File: config.mk
export PLATFORM = sky130hd
export DESIGN_NAME = unit_ccp_top
export DESIGN_NICKNAME = d
export VERILOG_FILES = /design/src/unit_pkg.sv /design/src/unit_capture_sel.sv /design/src/unit_pwm_gen.sv /design/src/unit_ccp_top.sv
export VERILOG_INCLUDE_DIRS = /design/src
export SDC_FILE = /design/constraint.sdc
export NUM_CORES = 1
export LEC_CHECK = 0
export BUFFER_PORTS_ARGS = -buffer_cell sky130_fd_sc_hd__buf_2
export CAP_MARGIN = 20
export CORE_AREA = 2 2 125 127
export DETAILED_ROUTE_END_ITERATION = 10
export DIE_AREA = 0 0 127 129
export GPL_TIMING_DRIVEN = 0
export SLEW_MARGIN = 25
export SYNTH_ARGS = -nofsm -noshare
export SYNTH_HDL_FRONTEND = slang
export SYNTH_HIERARCHICAL = 1
export SYNTH_SLANG_ARGS = --single-unit
File: constraint.sdc
create_clock -name ref_clk -period 2.7 [get_ports ref_clk]
set_input_delay 0.135 -clock ref_clk [delete_from_list [all_inputs] [get_ports ref_clk]]
set_output_delay 0.135 -clock ref_clk [all_outputs]
set_load 0.1 [all_outputs]
File: src/unit_cfg.svh
/*
 * constants of the capture/compare/pwm unit: register offsets, field
 * positions, mode codes and reset values.
 * assumes: included by its bare name from the package and each module.
 */
`ifndef UNIT_CFG_SVH
`define UNIT_CFG_SVH

// register byte offsets
`define ADDR_CAP_LOW 8'h13
`define ADDR_CAP_HIGH 8'h14
`define ADDR_MODE_CTRL 8'h15
`define ADDR_DEADBAND 8'h16
`define ADDR_SHUTDOWN 8'h17
`define ADDR_IRQ_STATUS 8'h18
`define ADDR_IRQ_MASK 8'h19

// reset values
`define RST_BYTE 8'h00
`define RST_DUTY 10'h000
`define RST_DEAD 7'h00
`define RST_PRESC 4'h0

// unit_mode_control fields
`define CFG_BIT 7
`define RSVD_BIT 6
`define DUTY_HI 5
`define DUTY_LO 4
`define MODE_HI 3
`define MODE_LO 0
`define CTRL_WMASK 8'hbf

// deadband field of pwm_deadband_control
`define DEAD_HI 6
`define DEAD_LO 0

// interrupt status bit of the match flag
`define IRQ_MATCH_BIT 0
`define IRQ_WMASK 8'h01

// unit_mode_field codes
`define MODE_OFF 4'h0
`define MODE_RSVD1 4'h1
`define MODE_TOGGLE 4'h2
`define MODE_RSVD3 4'h3
`define MODE_CAP_FALL 4'h4
`define MODE_CAP_RISE 4'h5
`define MODE_CAP_RISE4 4'h6
`define MODE_CAP_RISE16 4'h7
`define MODE_SET_MATCH 4'h8
`define MODE_CLR_MATCH 4'h9
`define MODE_SOFT_IRQ 4'ha
`define MODE_SPECIAL 4'hb
`define MODE_PWM_HH 4'hc
`define MODE_PWM_HL 4'hd
`define MODE_PWM_LH 4'he
`define MODE_PWM_LL 4'hf

// capture prescaler last counts and step, dead band step
`define PRESC4_LAST 4'h3
`define PRESC16_LAST 4'hf
`define PRESC_STEP 4'h1
`define DEAD_STEP 7'h01

`endif

File: src/unit_pkg.sv
/*
 * types of the capture/compare/pwm unit: pin bundle, pwm settings and the
 * state records of each module.
 * assumes: unit_cfg.svh on the include path.
 */
`include "unit_cfg.svh"

package unit_pkg;

    // drive of the two unit pins; enables are low while driven
    typedef struct packed {
        logic first_out;
        logic first_oe_n;
        logic second_out;
        logic second_oe_n;
    } pin_drive_t;

    // settings handed to the pwm generator
    typedef struct packed {
        logic [1:0] pol_low;
        logic half_bridge;
        logic [9:0] duty;
        logic [6:0] dead;
    } pwm_cfg_t;

    typedef struct packed {
        logic prev_ff;
        logic [3:0] mode_ff;
        logic [3:0] cnt_ff;
    } cap_state_t;

    typedef struct packed {
        logic [9:0] duty_ff;
        logic raw_ff;
        logic [6:0] dead_ff;
        logic a_on_ff;
        logic b_on_ff;
        logic a_out_ff;
        logic b_out_ff;
    } pwm_state_t;

    typedef struct packed {
        logic [7:0] cap_low_ff;
        logic [7:0] cap_high_ff;
        logic [7:0] ctrl_ff;
        logic [7:0] dead_ctl_ff;
        logic [7:0] shut_ctl_ff;
        logic [7:0] stat_ff;
        logic [7:0] mask_ff;
        logic [7:0] rdata_ff;
        logic out_ff;
        logic prev_match_ff;
        logic tmr_rst_ff;
        logic adc_go_ff;
    } top_state_t;

endpackage : unit_pkg

File: src/unit_capture_sel.sv
/*
 * edge selector and prescaler of capture mode; gives a one-cycle hit in
 * the cycle whose edge must be captured.
 * assumes: pin input synchronous to ref_clk.
 */
`timescale 1ns/1ps
`include "unit_cfg.svh"

module unit_capture_sel
    import unit_pkg::*;
(
    input wire logic ref_clk,
    input wire logic nrst,
    input wire logic ce,
    input wire logic enable,
    input wire logic [3:0] mode,
    input wire logic pin_in,
    output logic hit
);

    cap_state_t st_ff;
    cap_state_t nxt_st;
    logic rise;
    logic fall;

    // edge detect and prescale count
    always_comb
    begin
        nxt_st = st_ff;
        hit = 1'b0;
        rise = pin_in & ~st_ff.prev_ff;
        fall = ~pin_in & st_ff.prev_ff;
        nxt_st.prev_ff = pin_in;
        nxt_st.mode_ff = mode;
        if (!enable || mode != st_ff.mode_ff)
        begin
            nxt_st.cnt_ff = `RST_PRESC; // a new mode restarts the prescaler
        end
        else
        begin
            unique case (mode)
                `MODE_CAP_FALL: hit = fall;
                `MODE_CAP_RISE: hit = rise;
                `MODE_CAP_RISE4:
                begin
                    if (rise)
                    begin
                        hit = (st_ff.cnt_ff == `PRESC4_LAST);
                        nxt_st.cnt_ff = hit ? `RST_PRESC : st_ff.cnt_ff + `PRESC_STEP;
                    end
                end
                `MODE_CAP_RISE16:
                begin
                    if (rise)
                    begin
                        hit = (st_ff.cnt_ff == `PRESC16_LAST);
                        nxt_st.cnt_ff = st_ff.cnt_ff + `PRESC_STEP;
                    end
                end
                default: hit = 1'b0;
            endcase
        end
        hit = hit & ce;
    end

    // state register, frozen while ce is low
    always_ff @(posedge ref_clk or negedge nrst)
    begin
        if (!nrst)
            st_ff <= '0;
        else if (ce)
            st_ff <= nxt_st;
    end

endmodule : unit_capture_sel

File: src/unit_pwm_gen.sv
/*
 * pwm generator on the second timer: 10-bit duty, dead band in half-bridge
 * use and one polarity per output.
 * assumes: the second timer gives its count, two fine bits and a one-cycle
 * pulse at the start of each period.
 */
`timescale 1ns/1ps
`include "unit_cfg.svh"

module unit_pwm_gen
    import unit_pkg::*;
(
    input wire logic ref_clk,
    input wire logic nrst,
    input wire logic ce,
    input wire logic enable,
    input wire pwm_cfg_t cfg,
    input wire logic [7:0] tmr,
    input wire logic [1:0] fine,
    input wire logic period_start,
    output logic first_on,
    output logic second_on,
    output logic first_out,
    output logic second_out
);

    pwm_state_t st_ff;
    pwm_state_t nxt_st;
    logic raw_now;

    // duty compare, dead band and polarity
    always_comb
    begin
        nxt_st = st_ff;
        raw_now = ({tmr, fine} < st_ff.duty_ff);
        if (!enable)
        begin
            nxt_st = '0;
        end
        else
        begin
            if (period_start)
                nxt_st.duty_ff = cfg.duty; // new duty takes effect per period
            if (raw_now != st_ff.raw_ff)
            begin
                nxt_st.raw_ff = raw_now;
                nxt_st.dead_ff = cfg.half_bridge ? cfg.dead : `RST_DEAD;
            end
            else if (st_ff.dead_ff != `RST_DEAD)
                nxt_st.dead_ff = st_ff.dead_ff - `DEAD_STEP;
            nxt_st.a_on_ff = raw_now & (nxt_st.dead_ff == `RST_DEAD);
            nxt_st.b_on_ff = cfg.half_bridge & ~raw_now & (nxt_st.dead_ff == `RST_DEAD);
            nxt_st.a_out_ff = nxt_st.a_on_ff ^ cfg.pol_low[1];
            nxt_st.b_out_ff = nxt_st.b_on_ff ^ cfg.pol_low[0];
        end
    end

    // state register, frozen while ce is low
    always_ff @(posedge ref_clk or negedge nrst)
    begin
        if (!nrst)
            st_ff <= '0;
        else if (ce)
            st_ff <= nxt_st;
    end

    assign first_on = st_ff.a_on_ff;
    assign second_on = st_ff.b_on_ff;
    assign first_out = st_ff.a_out_ff;
    assign second_out = st_ff.b_out_ff;

endmodule : unit_pwm_gen

File: src/unit_ccp_top.sv
/*
 * capture/compare/pwm unit: register file, mode decode, compare logic,
 * capture loading, pin control and interrupt.
 * assumes: timers live outside and give their counts synchronously; the
 * register port is a single-cycle strobe bus with read data one cycle later.
 */
`timescale 1ns/1ps
`include "unit_cfg.svh"

module unit_ccp_top
    import unit_pkg::*;
(
    input wire logic ref_clk,
    input wire logic nrst,
    input wire logic ce,
    input wire logic [7:0] reg_addr,
    input wire logic [7:0] reg_wdata,
    input wire logic reg_wr,
    input wire logic reg_rd,
    output logic [7:0] reg_rdata,
    input wire logic [15:0] first_timer_count,
    input wire logic [7:0] second_timer_count,
    input wire logic [1:0] second_timer_fine,
    input wire logic second_timer_period_start,
    input wire logic unit_pin_in,
    input wire logic adc_enabled,
    output pin_drive_t pin_drive,
    output logic first_timer_reset,
    output logic adc_start,
    output logic irq
);

    top_state_t st_ff;
    top_state_t nxt_st;
    logic [3:0] mode;
    logic unit_on;
    logic is_capture;
    logic is_compare;
    logic is_pwm;
    logic cap_hit;
    logic match_now;
    logic fire;
    logic drives_pin;
    logic pwm_first_on;
    logic pwm_second_on;
    logic pwm_first_out;
    logic pwm_second_out;
    pwm_cfg_t pwm_cfg;

    // mode decode
    always_comb
    begin
        mode = st_ff.ctrl_ff[`MODE_HI:`MODE_LO];
        unit_on = (mode != `MODE_OFF);
        is_capture = 1'b0;
        is_compare = 1'b0;
        is_pwm = 1'b0;
        drives_pin = 1'b0;
        unique case (mode)
            `MODE_OFF, `MODE_RSVD1, `MODE_RSVD3: is_capture = 1'b0;
            `MODE_CAP_FALL, `MODE_CAP_RISE, `MODE_CAP_RISE4, `MODE_CAP_RISE16:
                is_capture = 1'b1;
            `MODE_TOGGLE, `MODE_SET_MATCH, `MODE_CLR_MATCH, `MODE_SOFT_IRQ, `MODE_SPECIAL:
            begin
                is_compare = 1'b1;
                drives_pin = 1'b1;
            end
            `MODE_PWM_HH, `MODE_PWM_HL, `MODE_PWM_LH, `MODE_PWM_LL: is_pwm = 1'b1;
        endcase
    end

    // compare against the first timer, acting once per match
    assign match_now = (first_timer_count == {st_ff.cap_high_ff, st_ff.cap_low_ff});
    assign fire = ce & is_compare & match_now & ~st_ff.prev_match_ff;

    // pwm settings; duty low bits only matter here
    always_comb
    begin
        pwm_cfg.pol_low = mode[1:0];
        pwm_cfg.half_bridge = st_ff.ctrl_ff[`CFG_BIT];
        pwm_cfg.duty = {st_ff.cap_low_ff, st_ff.ctrl_ff[`DUTY_HI:`DUTY_LO]};
        pwm_cfg.dead = st_ff.dead_ctl_ff[`DEAD_HI:`DEAD_LO];
    end

    unit_capture_sel u_capture (
        .ref_clk(ref_clk),
        .nrst(nrst),
        .ce(ce),
        .enable(is_capture),
        .mode(mode),
        .pin_in(unit_pin_in),
        .hit(cap_hit)
    );

    unit_pwm_gen u_pwm (
        .ref_clk(ref_clk),
        .nrst(nrst),
        .ce(ce),
        .enable(is_pwm),
        .cfg(pwm_cfg),
        .tmr(second_timer_count),
        .fine(second_timer_fine),
        .period_start(second_timer_period_start),
        .first_on(pwm_first_on),
        .second_on(pwm_second_on),
        .first_out(pwm_first_out),
        .second_out(pwm_second_out)
    );

    // register file, compare actions, capture loads and read port
    always_comb
    begin
        nxt_st = st_ff;
        nxt_st.rdata_ff = `RST_BYTE;
        nxt_st.tmr_rst_ff = 1'b0;
        nxt_st.adc_go_ff = 1'b0;
        nxt_st.prev_match_ff = is_compare & match_now;
        // off clears the pin level and the match history; a mode write below still presets the pin
        if (!unit_on)
        begin
            nxt_st.out_ff = 1'b0;
            nxt_st.prev_match_ff = 1'b0;
        end
        // write port; unmapped addresses are ignored
        if (reg_wr)
        begin
            unique case (reg_addr)
                `ADDR_CAP_LOW: nxt_st.cap_low_ff = reg_wdata;
                `ADDR_CAP_HIGH: nxt_st.cap_high_ff = reg_wdata;
                `ADDR_MODE_CTRL:
                begin
                    nxt_st.ctrl_ff = reg_wdata & `CTRL_WMASK;
                    // starting level of the pin in set and clear modes
                    if (reg_wdata[`MODE_HI:`MODE_LO] == `MODE_SET_MATCH)
                        nxt_st.out_ff = 1'b0;
                    if (reg_wdata[`MODE_HI:`MODE_LO] == `MODE_CLR_MATCH)
                        nxt_st.out_ff = 1'b1;
                end
                `ADDR_DEADBAND: nxt_st.dead_ctl_ff = reg_wdata;
                `ADDR_SHUTDOWN: nxt_st.shut_ctl_ff = reg_wdata;
                `ADDR_IRQ_STATUS: nxt_st.stat_ff = st_ff.stat_ff & ~(reg_wdata & `IRQ_WMASK);
                `ADDR_IRQ_MASK: nxt_st.mask_ff = reg_wdata & `IRQ_WMASK;
                default: nxt_st.rdata_ff = `RST_BYTE;
            endcase
        end
        // read port; data stands one cycle, then zero
        if (reg_rd)
        begin
            unique case (reg_addr)
                `ADDR_CAP_LOW: nxt_st.rdata_ff = st_ff.cap_low_ff;
                `ADDR_CAP_HIGH: nxt_st.rdata_ff = st_ff.cap_high_ff;
                `ADDR_MODE_CTRL: nxt_st.rdata_ff = st_ff.ctrl_ff & `CTRL_WMASK;
                `ADDR_DEADBAND: nxt_st.rdata_ff = st_ff.dead_ctl_ff;
                `ADDR_SHUTDOWN: nxt_st.rdata_ff = st_ff.shut_ctl_ff;
                `ADDR_IRQ_STATUS: nxt_st.rdata_ff = st_ff.stat_ff;
                `ADDR_IRQ_MASK: nxt_st.rdata_ff = st_ff.mask_ff;
                default: nxt_st.rdata_ff = `RST_BYTE; // unmapped reads zero
            endcase
        end
        // capture overrides a software write in the same cycle
        if (cap_hit)
        begin
            nxt_st.cap_low_ff = first_timer_count[7:0];
            nxt_st.cap_high_ff = first_timer_count[15:8];
            nxt_st.stat_ff[`IRQ_MATCH_BIT] = 1'b1;
        end
        if (fire)
        begin
            nxt_st.stat_ff[`IRQ_MATCH_BIT] = 1'b1; // set wins over clear
            unique case (mode)
                `MODE_TOGGLE: nxt_st.out_ff = ~st_ff.out_ff;
                `MODE_SET_MATCH: nxt_st.out_ff = 1'b1;
                `MODE_CLR_MATCH: nxt_st.out_ff = 1'b0;
                `MODE_SPECIAL:
                begin
                    nxt_st.tmr_rst_ff = 1'b1;
                    nxt_st.adc_go_ff = adc_enabled;
                end
                default: nxt_st.out_ff = st_ff.out_ff; // irq-only leaves the pin
            endcase
        end
    end

    // state register, frozen while ce is low
    always_ff @(posedge ref_clk or negedge nrst)
    begin
        if (!nrst)
            st_ff <= '0;
        else if (ce)
            st_ff <= nxt_st;
    end

    // pin control per mode
    always_comb
    begin
        pin_drive.first_out = is_pwm ? pwm_first_out : st_ff.out_ff;
        pin_drive.first_oe_n = ~(drives_pin | is_pwm);
        pin_drive.second_out = pwm_second_out;
        pin_drive.second_oe_n = ~(is_pwm & st_ff.ctrl_ff[`CFG_BIT]);
    end

    assign reg_rdata = st_ff.rdata_ff;
    assign first_timer_reset = st_ff.tmr_rst_ff;
    assign adc_start = st_ff.adc_go_ff;
    assign irq = |(st_ff.stat_ff & st_ff.mask_ff);

    // helper: rises counted while the sixteen-edge mode holds
    logic h_prev_pin;
    logic [3:0] h_prev_mode;
    logic [3:0] h_rise_cnt;
    always_ff @(posedge ref_clk or negedge nrst)
    begin
        if (!nrst)
        begin
            h_prev_pin <= 1'b0;
            h_prev_mode <= `MODE_OFF;
            h_rise_cnt <= `RST_PRESC;
        end
        else if (ce)
        begin
            h_prev_pin <= unit_pin_in;
            h_prev_mode <= mode;
            if (mode != `MODE_CAP_RISE16 || h_prev_mode != `MODE_CAP_RISE16)
                h_rise_cnt <= `RST_PRESC;
            else if (unit_pin_in && !h_prev_pin)
                h_rise_cnt <= h_rise_cnt + `PRESC_STEP;
        end
    end
endmodule : unit_ccp_top

# --- Word level (Yosys, flattened, before mapping) ---
# Index checks and enable logic that the tools add are counted.
op_classes:
  addsub: 2
  magnitude_cmp: 1
  n_eq_ne: 32
  mux: 41
  n_bitwise: 24
  reduce_logical: 27
ops:
  columns: ["op", "n"]
  rows:
  - ["two-way mux 65 bit", 1]
  - ["equality test 8 x 5 -> 1 bit (second input constant)", 7]
  - ["two-way mux 8 bit", 7]
  - ["case mux 8 bit (7 select lines)", 1]
  - ["equality test 4 bit (second input constant)", 11]
  - ["two-way mux 7 bit", 4]
  - ["AND reduction 3 bit", 8]
  - ["two-way mux 22 bit", 1]
  - ["equality test 16 bit", 1]
  - ["equality test 4 x 3 -> 1 bit (second input constant)", 4]
  - ["two-way mux 16 bit", 1]
  - ["two-way mux 4 bit", 4]
  - ["two-way mux 1 bit", 15]
  - ["bitwise AND 1 bit", 11]
  - ["less-than comparator 10 bit", 1]
  - ["two-way mux 10 bit", 1]
  - ["nonzero test 3 bit", 3]
  - ["bitwise AND 8 x 1 -> 8 bit", 1]
  - ["bitwise AND 8 bit", 1]
  - ["equality test 4 x 2 -> 1 bit (second input constant)", 2]
  - ["inverter 1 -> 8 bit", 1]
  - ["case mux 1 bit (4 select lines)", 2]
  - ["case mux 4 bit (2 select lines)", 1]
  - ["OR reduction 4 bit", 2]
  - ["22 further kinds", 36]
word_totals:
  reg_bits: 89
  output_inout_bits: 15
  wordCells: 148

# --- Logic depth before layout (Yosys ltp) ---
logic_depth:
  word_depth: 11
  ltp_mapped: 11
  depth_no_buf: 9

# --- Cells and area by module ---
# Netlist, hierarchy kept.
by_module_without_submodules:
  columns: ["mod", "instances", "cells_each", "area_each_um2"]
  rows:
  - ["unit_ccp_top", 1, 277, 2984.1]
  - ["unit_pwm_gen", 1, 185, 1616.6]
  - ["unit_capture_sel", 1, 63, 594.3]

# --- Worst setup path after synthesis ---
# Ideal clock, no wire load.
synth_path:
  path_type: "register to output"
  startpoint: "register st_ff (netlist bit mode[3])"
  endpoint: "output pin_drive[3] (netlist name)"
  arrival_ns: 2.924
  path_slack_ns: -0.359
  path_stages_with_launch: 4
  n_path_buf: 1
  cell_sequence: "dfrtp_1 > clkbuf_1 > and2_1 > o21ai_0"
synth_lines:
  columns: ["item", "line", "source"]
  rows:
  - ["start, declared", "unit_ccp_top.sv:33", "top_state_t st_ff;"]
  - ["start signal, assigned", "unit_ccp_top.sv:190", "st_ff <= nxt_st;"]
  - ["end, declared", "unit_ccp_top.sv:27", "output pin_drive_t pin_drive,"]

# --- Worst setup path after layout ---
layout_path:
  startpoint: "register st_ff (netlist bit mode[3])"
  endpoint: "register st_ff[52] (netlist name)"
layout_between:
  elab_chain_len: 9
layout_lines:
  columns: ["item", "line", "source"]
  rows:
  - ["equality test 4 x 3 -> 1 bit", "unit_ccp_top.sv:59", "unique case (mode)"]
  - ["OR reduction 4 bit *", "unit_ccp_top.sv:59", null]
  - ["two-way mux 1 bit *", "unit_ccp_top.sv:59", null]
  - ["named net is_capture", "unit_ccp_top.sv:37", "logic is_capture;"]
  - ["logical NOT 1 bit *", "unit_capture_sel.sv:35", "if (!enable || mode != st_ff.mode_ff)"]
  - ["logical OR 1 bit *", "unit_capture_sel.sv:35", null]
  - ["two-way mux 1 bit *", "unit_capture_sel.sv:35", null]
  - ["bitwise AND 1 bit *", "unit_capture_sel.sv:63", "hit = hit & ce;"]
  - ["named net cap_hit", "unit_ccp_top.sv:40", "logic cap_hit;"]
  - ["nonzero test 2 bit (no line)", null, null]
  - ["AND reduction 3 bit (no line)", null, null]
# The timed path passes the listed nets; every way through them passes the cells marked *.
# A chain may end at the register's enable or synchronous reset.

==> results by group <==
Synth
  • Cell count after synthesis: a little over 500
  • Post-synthesis instance area: a little over 0.005 sq mm
  • Yosys warns: 6
  • Syn avg cell area: between 9 and 10 sq um
  • Syn_nets: 581

Placed design
  • Area post-placement: 0.00570 sq mm
  • Port Buffers: between 60 and 70
  • HPWL after detailed placement: 10,700 microns
  • Routability congestion estimate: 0.868

Setup path
  • CP Max Fanout: 10
  • Top Family by Delay on Critical Path: simple AND/OR/NAND/NOR gates
  • Slowest cell on crit path: dfrtp_1
  • CP startpoint: mode[3]$_DFFE_PN0P_
  • Reg2Reg Setup Slack: 190 ps
  • R2R Path End: st_ff[52]$_DFFE_PN0P_
  • Most common cell on crit path: buf_4
  • Worst-path cell chain: buf_2, nor2_1, o2111a_2, nand3_2, nor3_4, buf_4, a41oi_1, nor2_2, buf_4, buf_4, nor2_1, a21oi_1
  • Worst Setup Start Kind: register
  • Critical Path Sink Type: register
  • CP bufs+invs: 4
  • Worst EP required: 2950 ps
  • R2r worst-path depth: 12
  • CP max stage delay: 470 ps
  • CP Class: reg -> reg
  • R2R Path Start: mode[3]$_DFFE_PN0P_
  • WP data arrival: 2760 ps

CTS
  • CTS Buf Count: 9
  • Insertion delay to the later sink of the worst-skew pair: 340 ps
  • Clock buffer depth: 2
  • Root Driver: clkbuf_16
  • Clock-pin slew on the worst setup and hold paths: 60 ps
  • CTS Sinks: a little over 80
  • CTS tree: built
  • H-tree levels: 3

Worst hold path
  • Hold Path Depth: 2
  • Hold Startpoint: adc_enabled
  • Worst hold path type: in -> reg
  • Hold EP: adc_start$_DFFE_PN0P_

STA
  • Tmin final: 2510 ps
  • Highest Clock Rate: around 400 MHz
  • Count of final setup violators: 0
  • Fin. Hold Viols: 0
  • Setup tns final: 0 ps
  • Post-route clock period utilization: between 90% and 100%
  • RSZ-0062 raised after global routing: no
  • Worst slew pin tran: roughly 860 ps
  • Slew Limit Fails: 0
  • Setup Skew: 4.51 ps
  • Max-slew headroom: between 40% and 50%

Routing
  • First-iteration detailed-routing DRC count: 267
  • DRT Pass-1 Iters: 5
  • Antenna-violating nets left: 0
  • Number of vias per cell: 5.62
  • Vias: 4,471
  • Drc violations: 0
  • Routed WL per cell: between 15 and 20 microns
  • Post-Route WL: 14,300 microns

Layout
  • Diode count: 0
  • Most common cell after layout, fill and taps aside: dfrtp_1
  • Share of cells above drive strength 1: 27.8%
  • Most frequent cells in the layout: 79 x dfrtp_1, 64 x buf_2, 38 x nor2_1
  • Layout fillers: 1,489
  • Area delta synth->final: 19.3%
  • Fin area: slightly above 0.006 sq mm
  • # nets final: 665

Power
  • Net Switching: 1.00 mW
  • Reg power frac: between 40% and 50%
  • LEAKAGE: 2.62 nW
  • Clock share of power: 37.4%
  • Max IR drop VDD: 294 uV
  • P per Cell Area: 552 mW/mm^2
  • Switching part of the total: between 20% and 30%
  • Power Internal: 2.37 mW
  • Comb power frac: 18.0%

Die
  • Core area: roughly 0.015 sq mm
  • I/O Pins: between 60 and 70
  • Die area: around 0.016 sq mm
  • Die height: 129 microns
  • FP Rows: 45
  • Initial Util: between 30 and 40%
  • Die X: ~130 microns

GRT
  • GRT overflow: 0
  • Vias in the first global route: about 4,500
  • Global-route wire length before repair: 23,400 microns
  • Largest net degree at the start of global routing: 55
  • Initial antenna violation count: 0
  • Total GRT Usage: 18.0%

Flow run
  • Max cap viols: 0

Run status
  • Outcome: complete, no violations
power by group through the flow:
stage                     clock network, mW  logic [mW]  registers (mW)
after global placement                    0       0.562            1.51
after detailed placement                  0       0.585            1.52
after CTS                              1.29       0.599            1.49
after floorplan                           0       0.406            1.45
final                                  1.26       0.607            1.50
after global routing                   1.35       0.671            1.52
per-layer routing:
layer	GRT usage [%]	vias up	wire (microns)
met5	0	-	0
met4	7.05	0	289
met3	3.20	18	609
met2	30.8	132	7040
met1	22.7	2216	6320
li1	-	2105	-
state kept, by name, summed over array words and instances, names as in the netlist:
signal and flops:
u_pwm/st_ff 18, u_capture/st_ff 9, reg_rdata 8, u_pwm/first_out 1, adc_start 1, first_timer_reset 1, pwm_cfg 18, mode 4
st_ff 21, u_pwm/second_out 1
through the flow:
stage          worst slack (ps)  power [mW]  utilization (%)  instances  hold slack (ps)
3_3_place_gp               -609        2.07             37.8        770              378
2_1_floorplan               186        1.86                -        519             -161
3_5_place_dp               -633        2.10             38.0        771             99.8
4_1_cts                    31.3        3.38             40.6        794             29.7
6_report                    193        3.37             40.8        795             39.0
5_1_grt                    21.6        3.54             40.8        795             37.0
repair_timing:
action                     4_1_cts  5_1_grt
setup buffers                    7        1
hold endpoints to repair        28        0
gates resized for setup          8       12
pin swaps                        3        1
hold buffers                     1        0
setup endpoints to repair       16       16
worst max path at each step:
stage	cells after the start	slack, ps	endpoint
final	12	190	st_ff[52]$_DFFE_PN0P_
after detailed placement	10	-630	st_ff[56]$_DFFE_PN0P_
after CTS	11	30	st_ff[56]$_DFFE_PN0P_
after floorplan	9	190	st_ff[56]$_DFFE_PN0P_
after global placement	10	-610	st_ff[57]$_DFFE_PN0P_
after global routing	11	20	st_ff[56]$_DFFE_PN0P_
worst register-to-register path, stage by stage, from the launching register on:
cell and delay, ps:
dfrtp_1 470, buf_2 220, nor2_1 140, o2111a_2 280, nand3_2 150, nor3_4 250
buf_4 210, a41oi_1 70, nor2_2 230, buf_4 150, buf_4 100, nor2_1 30
a21oi_1 140
layout make-up:
cell class	instances	area, sq um	area share, %
flip-flops and latches	82	2060	33.7
plain buffers	31	191	3.14
well taps	188	235	3.85
inverters	27	101	1.66
clock inverters	3	47.5	0.779
repair buffers	73	415	6.80
clock buffers	12	256	4.20
multi-input cells	379	2800	45.9
(Power assumes the default switching activity.)
